File: config.mk
export PLATFORM = sky130hd
export DESIGN_NAME = iex_sequencer
export DESIGN_NICKNAME = d
export VERILOG_FILES = /design/src/hdl/iex_pkg.sv /design/src/hdl/iex_classify.sv /design/src/hdl/iex_sequencer.sv
export SDC_FILE = /design/constraint.sdc
export NUM_CORES = 1
export LEC_CHECK = 0
export CORE_AREA = 2 2 151 153
export CTS_CLUSTER_SIZE = 10
export DETAILED_ROUTE_END_ITERATION = 6
export DIE_AREA = 0 0 153 155
export DONT_BUFFER_PORTS = 1
export GPL_ROUTABILITY_DRIVEN = 0
export GPL_TIMING_DRIVEN = 0
export PLACE_DENSITY_LB_ADDON = 0.08
export SYNTH_ARGS = -nofsm -noshare
export SYNTH_HDL_FRONTEND = slang
export SYNTH_SLANG_ARGS = --single-unit
File: constraint.sdc
create_clock -name clk -period 3.2 [get_ports clk]
set_input_delay 0.48 -clock clk [delete_from_list [all_inputs] [get_ports clk]]
set_output_delay 0.48 -clock clk [all_outputs]
set_load 0.1 [all_outputs]
File: src/hdl/iex_pkg.sv
// constants, encodings and state type of the instruction exception sequencer
package iex_pkg;
	// opcode patterns: upper half is the mask, lower half the match value
	localparam logic [31:0] IEX_OP_TRAP      = 32'hFF00_C300; // software_trap_op
	localparam logic [31:0] IEX_OP_JUMP      = 32'hF0FF_402B; // jump_op
	localparam logic [31:0] IEX_OP_JSUB      = 32'hF0FF_400B; // jump_subroutine_op
	localparam logic [31:0] IEX_OP_REL       = 32'hF000_A000; // relative_branch_op
	localparam logic [31:0] IEX_OP_BSUB      = 32'hF000_B000; // branch_subroutine_op
	localparam logic [31:0] IEX_OP_RET       = 32'hFFFF_000B; // return op
	localparam logic [31:0] IEX_OP_ERET      = 32'hFFFF_002B; // return_from_exception_op
	localparam logic [31:0] IEX_OP_BTS       = 32'hFF00_8D00; // branch_true_slot_op
	localparam logic [31:0] IEX_OP_BFS       = 32'hFF00_8F00; // branch_false_slot_op
	localparam logic [31:0] IEX_OP_FAR_BR    = 32'hF0FF_0023; // far_branch_op
	localparam logic [31:0] IEX_OP_FAR_CALL  = 32'hF0FF_0003; // far_call_op
	localparam logic [31:0] IEX_OP_BT        = 32'hFF00_8900; // branch true, no slot
	localparam logic [31:0] IEX_OP_BF        = 32'hFF00_8B00; // branch false, no slot
	localparam logic [31:0] IEX_OP_LDCTL_ST  = 32'hF0FF_400E; // load_control_op to status_word
	localparam logic [31:0] IEX_OP_LDCTLM_ST = 32'hF0FF_4007; // load_control_mem_op to status_word
	localparam logic [31:0] IEX_OP_LDCTL     = 32'hF00F_400E; // load_control_op
	localparam logic [31:0] IEX_OP_LDCTLM    = 32'hF00F_4007; // load_control_mem_op
	localparam logic [31:0] IEX_OP_STCTL     = 32'hF00F_0002; // store_control_op
	localparam logic [31:0] IEX_OP_STCTLM    = 32'hF00F_4003; // store_control_mem_op
	localparam logic [31:0] IEX_OP_LDSYS     = 32'hF00F_400A; // load_system_op
	localparam logic [31:0] IEX_OP_LDSYSM    = 32'hF00F_4006; // load_system_mem_op
	localparam logic [31:0] IEX_OP_STSYS     = 32'hF00F_000A; // store_system_op
	localparam logic [31:0] IEX_OP_STSYSM    = 32'hF00F_4002; // store_system_mem_op
	localparam logic [15:0] IEX_UNDEF_LO     = 16'hFC00;      // guaranteed undefined range start
	// vector numbers of the instruction exceptions
	localparam logic [7:0]  IEX_VEC_GEN_ILL  = 8'h04;
	localparam logic [7:0]  IEX_VEC_SLOT_ILL = 8'h06;
	localparam logic [7:0]  IEX_VEC_ADDR_ERR = 8'h09;
	// stack frame geometry
	localparam logic [31:0] IEX_WORD_BYTES   = 32'h0000_0004;
	localparam logic [31:0] IEX_ALIGN_MASK   = 32'hFFFF_FFFC;
	// exception sequence states
	typedef enum logic [2:0] {
		IEX_IDLE,
		IEX_PUSH_SR,
		IEX_PUSH_PC,
		IEX_FETCH_VEC,
		IEX_JUMP
	} iex_state_t;
	// pattern match of an opcode against a mask/match pair
	function automatic logic iex_hit(input logic [15:0] op, input logic [31:0] pat);
		iex_hit = (op & pat[31:16]) == pat[15:0];
	endfunction : iex_hit
endpackage : iex_pkg

File: src/hdl/iex_classify.sv
// opcode classifier for the instruction exception sequencer
`timescale 1ns/1ps
`default_nettype none
module iex_classify (
	// decoded opcode
	input  wire logic [15:0] opcode,
	// classification
	output logic             isUndef,
	output logic             isTrap,
	output logic             isDelayed,
	output logic             changesPc,
	output logic             holdsIrq
);
	import iex_pkg::*;
	// pure decode, no state
	always_comb begin
		isUndef   = opcode >= IEX_UNDEF_LO;
		isTrap    = iex_hit(opcode, IEX_OP_TRAP);
		// delayed branch forms
		isDelayed = iex_hit(opcode, IEX_OP_JUMP) | iex_hit(opcode, IEX_OP_JSUB)
			| iex_hit(opcode, IEX_OP_REL) | iex_hit(opcode, IEX_OP_BSUB)
			| iex_hit(opcode, IEX_OP_RET) | iex_hit(opcode, IEX_OP_ERET)
			| iex_hit(opcode, IEX_OP_BTS) | iex_hit(opcode, IEX_OP_BFS)
			| iex_hit(opcode, IEX_OP_FAR_BR) | iex_hit(opcode, IEX_OP_FAR_CALL);
		// anything that rewrites the program_counter, status loads included
		changesPc = isDelayed | isTrap | iex_hit(opcode, IEX_OP_BT)
			| iex_hit(opcode, IEX_OP_BF) | iex_hit(opcode, IEX_OP_LDCTL_ST)
			| iex_hit(opcode, IEX_OP_LDCTLM_ST);
		// control and system register moves hold off interrupts
		holdsIrq  = iex_hit(opcode, IEX_OP_LDCTL) | iex_hit(opcode, IEX_OP_LDCTLM)
			| iex_hit(opcode, IEX_OP_STCTL) | iex_hit(opcode, IEX_OP_STCTLM)
			| iex_hit(opcode, IEX_OP_LDSYS) | iex_hit(opcode, IEX_OP_LDSYSM)
			| iex_hit(opcode, IEX_OP_STSYS) | iex_hit(opcode, IEX_OP_STSYSM);
	end
endmodule : iex_classify
`default_nettype wire

File: src/hdl/iex_sequencer.sv
// instruction exception sequencer: acceptance, stacking and vector fetch
`timescale 1ns/1ps
`default_nettype none
module iex_sequencer (
	// clock and reset
	input  wire logic        clk,
	input  wire logic        arst_n,
	// decoder side
	input  wire logic        decValid,
	input  wire logic [15:0] opcode,
	input  wire logic [31:0] instrAddr,
	input  wire logic [31:0] nextAddr,
	input  wire logic [31:0] branchTarget,
	input  wire logic        addrErr,
	// interrupt request from the arbiter
	input  wire logic        irqReq,
	input  wire logic [7:0]  irqVector,
	output logic             irqAck,
	// cpu state
	input  wire logic [31:0] statusWord,
	input  wire logic [31:0] stackPointer,
	input  wire logic [31:0] vectorBase,
	// stack and vector memory bus
	output logic             memReq,
	output logic             memWrite,
	output logic [31:0]      memAddr,
	output logic [31:0]      memWData,
	input  wire logic [31:0] memRData,
	input  wire logic        memAck,
	// results to the pipeline
	output logic             excBusy,
	output logic             pcLoad,
	output logic [31:0]      pcValue,
	output logic [31:0]      spValue
);
	import iex_pkg::*;

	logic       isUndef;   // opcode in undefined range
	logic       isTrap;    // software trap
	logic       isDelayed; // delayed branch
	logic       changesPc; // rewrites program counter
	logic       holdsIrq;  // interrupt-holding instruction

	iex_classify u_classify (
		.opcode    (opcode),
		.isUndef   (isUndef),
		.isTrap    (isTrap),
		.isDelayed (isDelayed),
		.changesPc (changesPc),
		.holdsIrq  (holdsIrq)
	);

	iex_state_t  state, next_state;         // sequence state
	logic        inSlot, next_inSlot;       // next decode is a delay slot
	logic [31:0] slotTarget, next_slotTarget; // target of that branch
	logic [31:0] slotBranch, next_slotBranch; // address of that branch
	logic        holdPrev, next_holdPrev;   // previous decode held interrupts
	logic        irqPend, next_irqPend;     // interrupt seen while blocked
	logic        chainErr, next_chainErr;   // address error seen while stacking
	logic        noAddrErr, next_noAddrErr; // stacking for address error itself
	logic [7:0]  vecNum, next_vecNum;       // vector being served
	logic [31:0] retAddr, next_retAddr;     // address to stack
	logic [31:0] savedSr, next_savedSr;     // status word to stack
	logic [31:0] sp, next_sp;               // working stack pointer
	logic [31:0] handler, next_handler;     // fetched handler address
	logic        next_irqAck;               // interrupt accepted this cycle
	logic        irqAckQ;                   // registered acknowledge
	logic        stackMis;                  // working pointer misaligned
	logic        slotFault;                 // fault in delay slot
	logic        irqOk;                     // interrupt allowed at this decode

	assign stackMis = sp[1:0] != 2'h0;
	// slot faults: undefined, pc-changing, or bus address error there
	assign slotFault = inSlot & (isUndef | changesPc | addrErr);
	// interrupts never inside a slot nor right after a holding instruction
	assign irqOk = (irqReq | irqPend) & !inSlot & !holdPrev;

	// next-state logic for the whole sequencer
	always_comb begin
		next_state      = state;
		next_inSlot     = inSlot;
		next_slotTarget = slotTarget;
		next_slotBranch = slotBranch;
		next_holdPrev   = holdPrev;
		next_irqPend    = irqPend;
		next_chainErr   = chainErr;
		next_noAddrErr  = noAddrErr;
		next_vecNum     = vecNum;
		next_retAddr    = retAddr;
		next_savedSr    = savedSr;
		next_sp         = sp;
		next_handler    = handler;
		next_irqAck     = 1'b0;
		case (state)
			IEX_IDLE: begin
				if (decValid) begin
					next_inSlot     = isDelayed;
					next_slotTarget = branchTarget;
					next_slotBranch = instrAddr;
					next_holdPrev   = holdsIrq;
					// blocked interrupt stays held for the next permitting decode
					next_irqPend    = irqPend | irqReq;
					next_savedSr    = statusWord;
					next_sp         = stackPointer;
					next_noAddrErr  = 1'b0;
					if (slotFault) begin
						// address error stacks the branch address, other slot faults stack its target
						next_state   = IEX_PUSH_SR;
						next_vecNum  = addrErr ? IEX_VEC_ADDR_ERR : IEX_VEC_SLOT_ILL;
						next_retAddr = addrErr ? slotBranch : slotTarget;
					end else if (!inSlot && addrErr) begin
						next_state   = IEX_PUSH_SR;
						next_vecNum  = IEX_VEC_ADDR_ERR;
						next_retAddr = instrAddr;
					end else if (!inSlot && isUndef) begin
						next_state   = IEX_PUSH_SR;
						next_vecNum  = IEX_VEC_GEN_ILL;
						next_retAddr = instrAddr;
					end else if (!inSlot && isTrap) begin
						next_state   = IEX_PUSH_SR;
						next_vecNum  = opcode[7:0];
						next_retAddr = nextAddr;
					end else if (irqOk) begin
						// decoded instruction is replaced; it runs after return
						next_state   = IEX_PUSH_SR;
						next_vecNum  = irqVector;
						next_retAddr = instrAddr;
						next_irqPend = 1'b0;
						next_irqAck  = 1'b1;
					end
					if (next_state != IEX_IDLE) begin
						next_inSlot   = 1'b0;
						next_holdPrev = 1'b0;
					end
				end
			end
			IEX_PUSH_SR: begin
				// status word first, one word below the entry pointer
				if (memAck) begin
					next_sp = sp - IEX_WORD_BYTES;
					if (stackMis && !noAddrErr) begin
						next_chainErr = 1'b1;
					end
					next_state = IEX_PUSH_PC;
				end
			end
			IEX_PUSH_PC: begin
				// return address ends at the final pointer
				if (memAck) begin
					next_sp    = sp - IEX_WORD_BYTES;
					next_state = IEX_FETCH_VEC;
				end
			end
			IEX_FETCH_VEC: begin
				if (memAck) begin
					next_handler = memRData;
					next_state   = IEX_JUMP;
				end
			end
			IEX_JUMP: begin
				// non-delayed branch to the handler, then any chained error
				if (chainErr) begin
					next_state     = IEX_PUSH_SR;
					next_chainErr  = 1'b0;
					next_noAddrErr = 1'b1;
					next_vecNum    = IEX_VEC_ADDR_ERR;
					next_retAddr   = handler;
				end else begin
					next_state     = IEX_IDLE;
				end
			end
			default: begin
				next_state = IEX_IDLE;
			end
		endcase
	end

	// state registers; reset drops any held interrupt
	always_ff @(posedge clk or negedge arst_n) begin
		if (!arst_n) begin
			state      <= IEX_IDLE;
			inSlot     <= 1'b0;
			slotTarget <= 32'h0000_0000;
			slotBranch <= 32'h0000_0000;
			holdPrev   <= 1'b0;
			irqPend    <= 1'b0;
			chainErr   <= 1'b0;
			noAddrErr  <= 1'b0;
			vecNum     <= 8'h00;
			retAddr    <= 32'h0000_0000;
			savedSr    <= 32'h0000_0000;
			sp         <= 32'h0000_0000;
			handler    <= 32'h0000_0000;
			irqAckQ    <= 1'b0;
		end else begin
			state      <= next_state;
			inSlot     <= next_inSlot;
			slotTarget <= next_slotTarget;
			slotBranch <= next_slotBranch;
			holdPrev   <= next_holdPrev;
			irqPend    <= next_irqPend;
			chainErr   <= next_chainErr;
			noAddrErr  <= next_noAddrErr;
			vecNum     <= next_vecNum;
			retAddr    <= next_retAddr;
			savedSr    <= next_savedSr;
			sp         <= next_sp;
			handler    <= next_handler;
			irqAckQ    <= next_irqAck;
		end
	end

	// bus drive; the write happens even on a misaligned pointer
	always_comb begin
		memReq   = state == IEX_PUSH_SR || state == IEX_PUSH_PC || state == IEX_FETCH_VEC;
		memWrite = state == IEX_PUSH_SR || state == IEX_PUSH_PC;
		memWData = state == IEX_PUSH_SR ? savedSr : retAddr;
		if (state == IEX_FETCH_VEC) begin
			memAddr = vectorBase + {22'h0, vecNum, 2'h0};
		end else begin
			memAddr = (sp - IEX_WORD_BYTES) & IEX_ALIGN_MASK;
		end
	end

	assign excBusy = state != IEX_IDLE;
	assign pcLoad  = state == IEX_JUMP;
	assign pcValue = handler;
	assign spValue = sp;
	assign irqAck  = irqAckQ;
endmodule : iex_sequencer
`default_nettype wire

==> results.sh <==
export IMPL_fin_area_um2=14400
export IMPL_final_cell_mix="nand2_1 (407), dfrtp_1 (194), clkbuf_1 (75), nand3_1 (75), o21ai_0 (69)"
export IMPL_start_util_pct=53.4
export IMPL_synth_warnings=0
export IMPL_grt_max_degree=210
export IMPL_synth_fp_nets=1678
export IMPL_syn_area_um2=11900
export IMPL_grt_pass1_wl_mm=61.3
export IMPL_cp_slowest_stage_delay_ps=640
export IMPL_rows=55
export IMPL_grt_remaining_overflow=0
export IMPL_worst_slew_pin_transition_ps=1360
export IMPL_first_pass_iters=5
export IMPL_cts_tree="yes"
export IMPL_layout_commonest_cell="nand2_1"
export IMPL_root_buffer="clkbuf_16"
export IMPL_synth_distinct_cells=57
export IMPL_reg2reg_depth=11
export IMPL_via_per_inst=6.17
export IMPL_synth_top_family_by_area="simple AND/OR/NAND/NOR gates"
export IMPL_ys_ff_latch=209
export IMPL_die_area_um2=23700
export IMPL_hold_violations=209
export IMPL_antenna_found_initial=1
export IMPL_dp_hpwl_mm=29.6
export IMPL_grt_pass1_vias=10700
export IMPL_worst_slack_ps=-919
export IMPL_die_w_um=153
export IMPL_slew_violations=0
export IMPL_setup_violations=24
export IMPL_reg2reg_slack_ps=210
export IMPL_avgSynthCellArea_um2=8.39
export IMPL_drc=0
export IMPL_clk_pin_slew_ps=60
export IMPL_timing_final_crit_share_pct=129
export IMPL_worstPathArrival_ps=3640
export IMPL_synth_edf_count=0
export IMPL_cts_max_path_buffers=3
export IMPL_async_flop_share_pct=100
export IMPL_slowest_stage="dfrtp_4"
export IMPL_critPathTopFamily="simple AND/OR/NAND/NOR gates"
export IMPL_drive_gt1_share_pct=20.7
export IMPL_instances_no_fill=1777
export IMPL_wirelength_mm=40.9
export IMPL_maxCapViolations=0
export IMPL_synth_area_mux_share_pct=10.1
export IMPL_nets=1749
export IMPL_clock_sinks=209
export IMPL_num_io_pins=387
export IMPL_path_buf_inv=2
export IMPL_cp_required_ps=2720
export IMPL_violations="negative hold slack, negative setup slack"
export IMPL_syn_instance_count=1414
export IMPL_synthFlopType="dfrtp_1"
export IMPL_vias=11000
export IMPL_htreeDepth=1
export IMPL_fmax_ghz=0.243
export IMPL_synthAdderAreaFrac_pct=1.12
export IMPL_numCtsBuffers=25
export IMPL_holdWs_ps=-359
export IMPL_crit_path_max_fanout=7
export IMPL_max_slew_margin_rel_pct=9.48
export IMPL_yosys_area_share_simple_pct=23.7
export IMPL_syn_to_final_growth_pct=21.5
export IMPL_ant_nets=0
export IMPL_synth_xor_area_share_pct=3.98
export IMPL_start_kind="register"
export IMPL_synth_compound_area_share_pct=13.2
export IMPL_track_usage_pct=33.0
export IMPL_rsz0062_at_grt="true"
export IMPL_status="finished, violations left"
export IMPL_end_kind="output pin"
export IMPL_core_um2=22200
export IMPL_period_needed_ps=4120
export IMPL_timing_rr_start="spValue[3]$_DFFE_PN0P_"
export IMPL_worst_r2r_endpoint="spValue[25]$_DFFE_PN0P_"
export IMPL_synth_seq_area_share_pct=44.1
export IMPL_dpl_instance_area_um2=12700
export IMPL_pre_cts_ws_ps=-808
export IMPL_min_path_type="input pin to asynchronous set/reset pin"
export IMPL_wl_per_cell_um=23.0
export IMPL_drt_first_iter_violations=748
export IMPL_crit_type="register to output pin"
export IMPL_num_fill_cells=1931
export IMPL_portBuffers=0
export IMPL_clock_latency_ps=540
export IMPL_dp_cells=1699
export IMPL_fin_skew_ps=14.7
export IMPL_crit_chain="inv_2 -> ha_4 -> or3b_4 -> nor4_4 -> buf_4 -> nand2_2 -> or3_4 -> xnor2_4 -> nor2_2 -> a21oi_4"
export IMPL_dieHeight_um=155
## worst max-delay path by stage
stage | startpoint | to | cells past startpoint | slack (ps)
finish | spValue[2]$_DFFE_PN0P_ | memAddr[22] | 10 | -920
global route | spValue[22]$_DFFE_PN0P_ | memAddr[29] | 7 | -1000
CTS | spValue[2]$_DFFE_PN0P_ | memAddr[18] | 9 | -900
detailed placement | spValue[2]$_DFFE_PN0P_ | memAddr[18] | 11 | -810
global placement | spValue[3]$_DFFE_PN0P_ | memAddr[18] | 11 | -740
floorplan | spValue[3]$_DFFE_PN0P_ | memAddr[18] | 11 | -470
## worst register-to-register path: stages (launching register included)
cell	delay, ps
dfrtp_4	640
or3_1	580
nor4_4	310
buf_4	180
nand2_2	110
nor3b_4	240
xor2_2	120
buf_4	190
buf_4	120
buf_4	120
mux2i_1	140
o21ai_0	110
## metrics by stage
stage | utilization, % | hold slack (ps) | setup TNS [ps]
after floorplan | - | 184 | -1550
after detailed placement | 57.3 | 188 | -23220
final | 64.9 | -359 | -15450
after CTS | 63.5 | -381 | -15130
after global placement | 57.2 | 189 | -32640
after global routing | 64.9 | -380 | -17460
## final cells by class
cell class	instances	area [µm²]	share of cell area, %
Sequential cell	209	5260	36.5
Buffer	99	432	2.99
Multi-Input combinational cell	1082	7170	49.7
Inverter	18	73.8	0.512
Clock buffer	31	678	4.70
Clock inverter	2	25.0	0.173
Tap cell	285	357	2.47
Antenna cell	1	2.50	0.0173
Timing Repair Buffer	50	424	2.94
## cells in the mapped netlist, types with 33 or more instances
library cell,count,area [µm²]
a21oi_1,53,265
a22oi_1,41,308
a31oi_1,33,206
clkbuf_1,95,357
dfrtp_1,209,5230
mux2_2,67,754
mux2i_1,44,440
nand2_1,413,1550
nand3_1,76,380
nor2_1,62,233
o21ai_0,82,410
xnor2_1,37,324
## layer usage
layer | share of wire [%] | vias up | global-route usage, %
met4 | 3.4 | 2 | 9.83
met5 | 0.024 | - | 0
met1 | 38 | 5368 | 41.0
li1 | - | 5001 | -
met2 | 49 | 500 | 55.7
met3 | 10 | 91 | 10.4
## sequential cells by signal, summed over array words and instances, names as in the netlist
signal	flops
savedSr	32
chainErr	1
slotBranch	32
irqAck	1
irqPend	1
noAddrErr	1
spValue	32
inSlot	1
vecNum	8
pcValue	32
slotTarget	32
holdPrev	1
state	3
retAddr	32
## cell families (layout without fill, tap and decap cells)
family / count (synthesis) / after routing
AO/OA/AOI/OAI: 258 / 258
XOR/XNOR: 54 / 54
adder cells (fa/ha/maj): 10 / 10
buffers and inverters: 123 / 200
flip-flops: 209 / 209
multiplexers: 111 / 111
other: 0 / 1
AND/OR/NAND/NOR: 649 / 649
## repair_timing
item	in CTS	in global routing
setup endpoints to repair	98	85
hold endpoints to repair	209	209
pin swaps	33	21
gates cloned	1	0
resized for setup	92	54
setup buffers	37	12
Power is not shown: default switching activity piles up to over one toggle a cycle in this logic, so the estimate is an artifact.
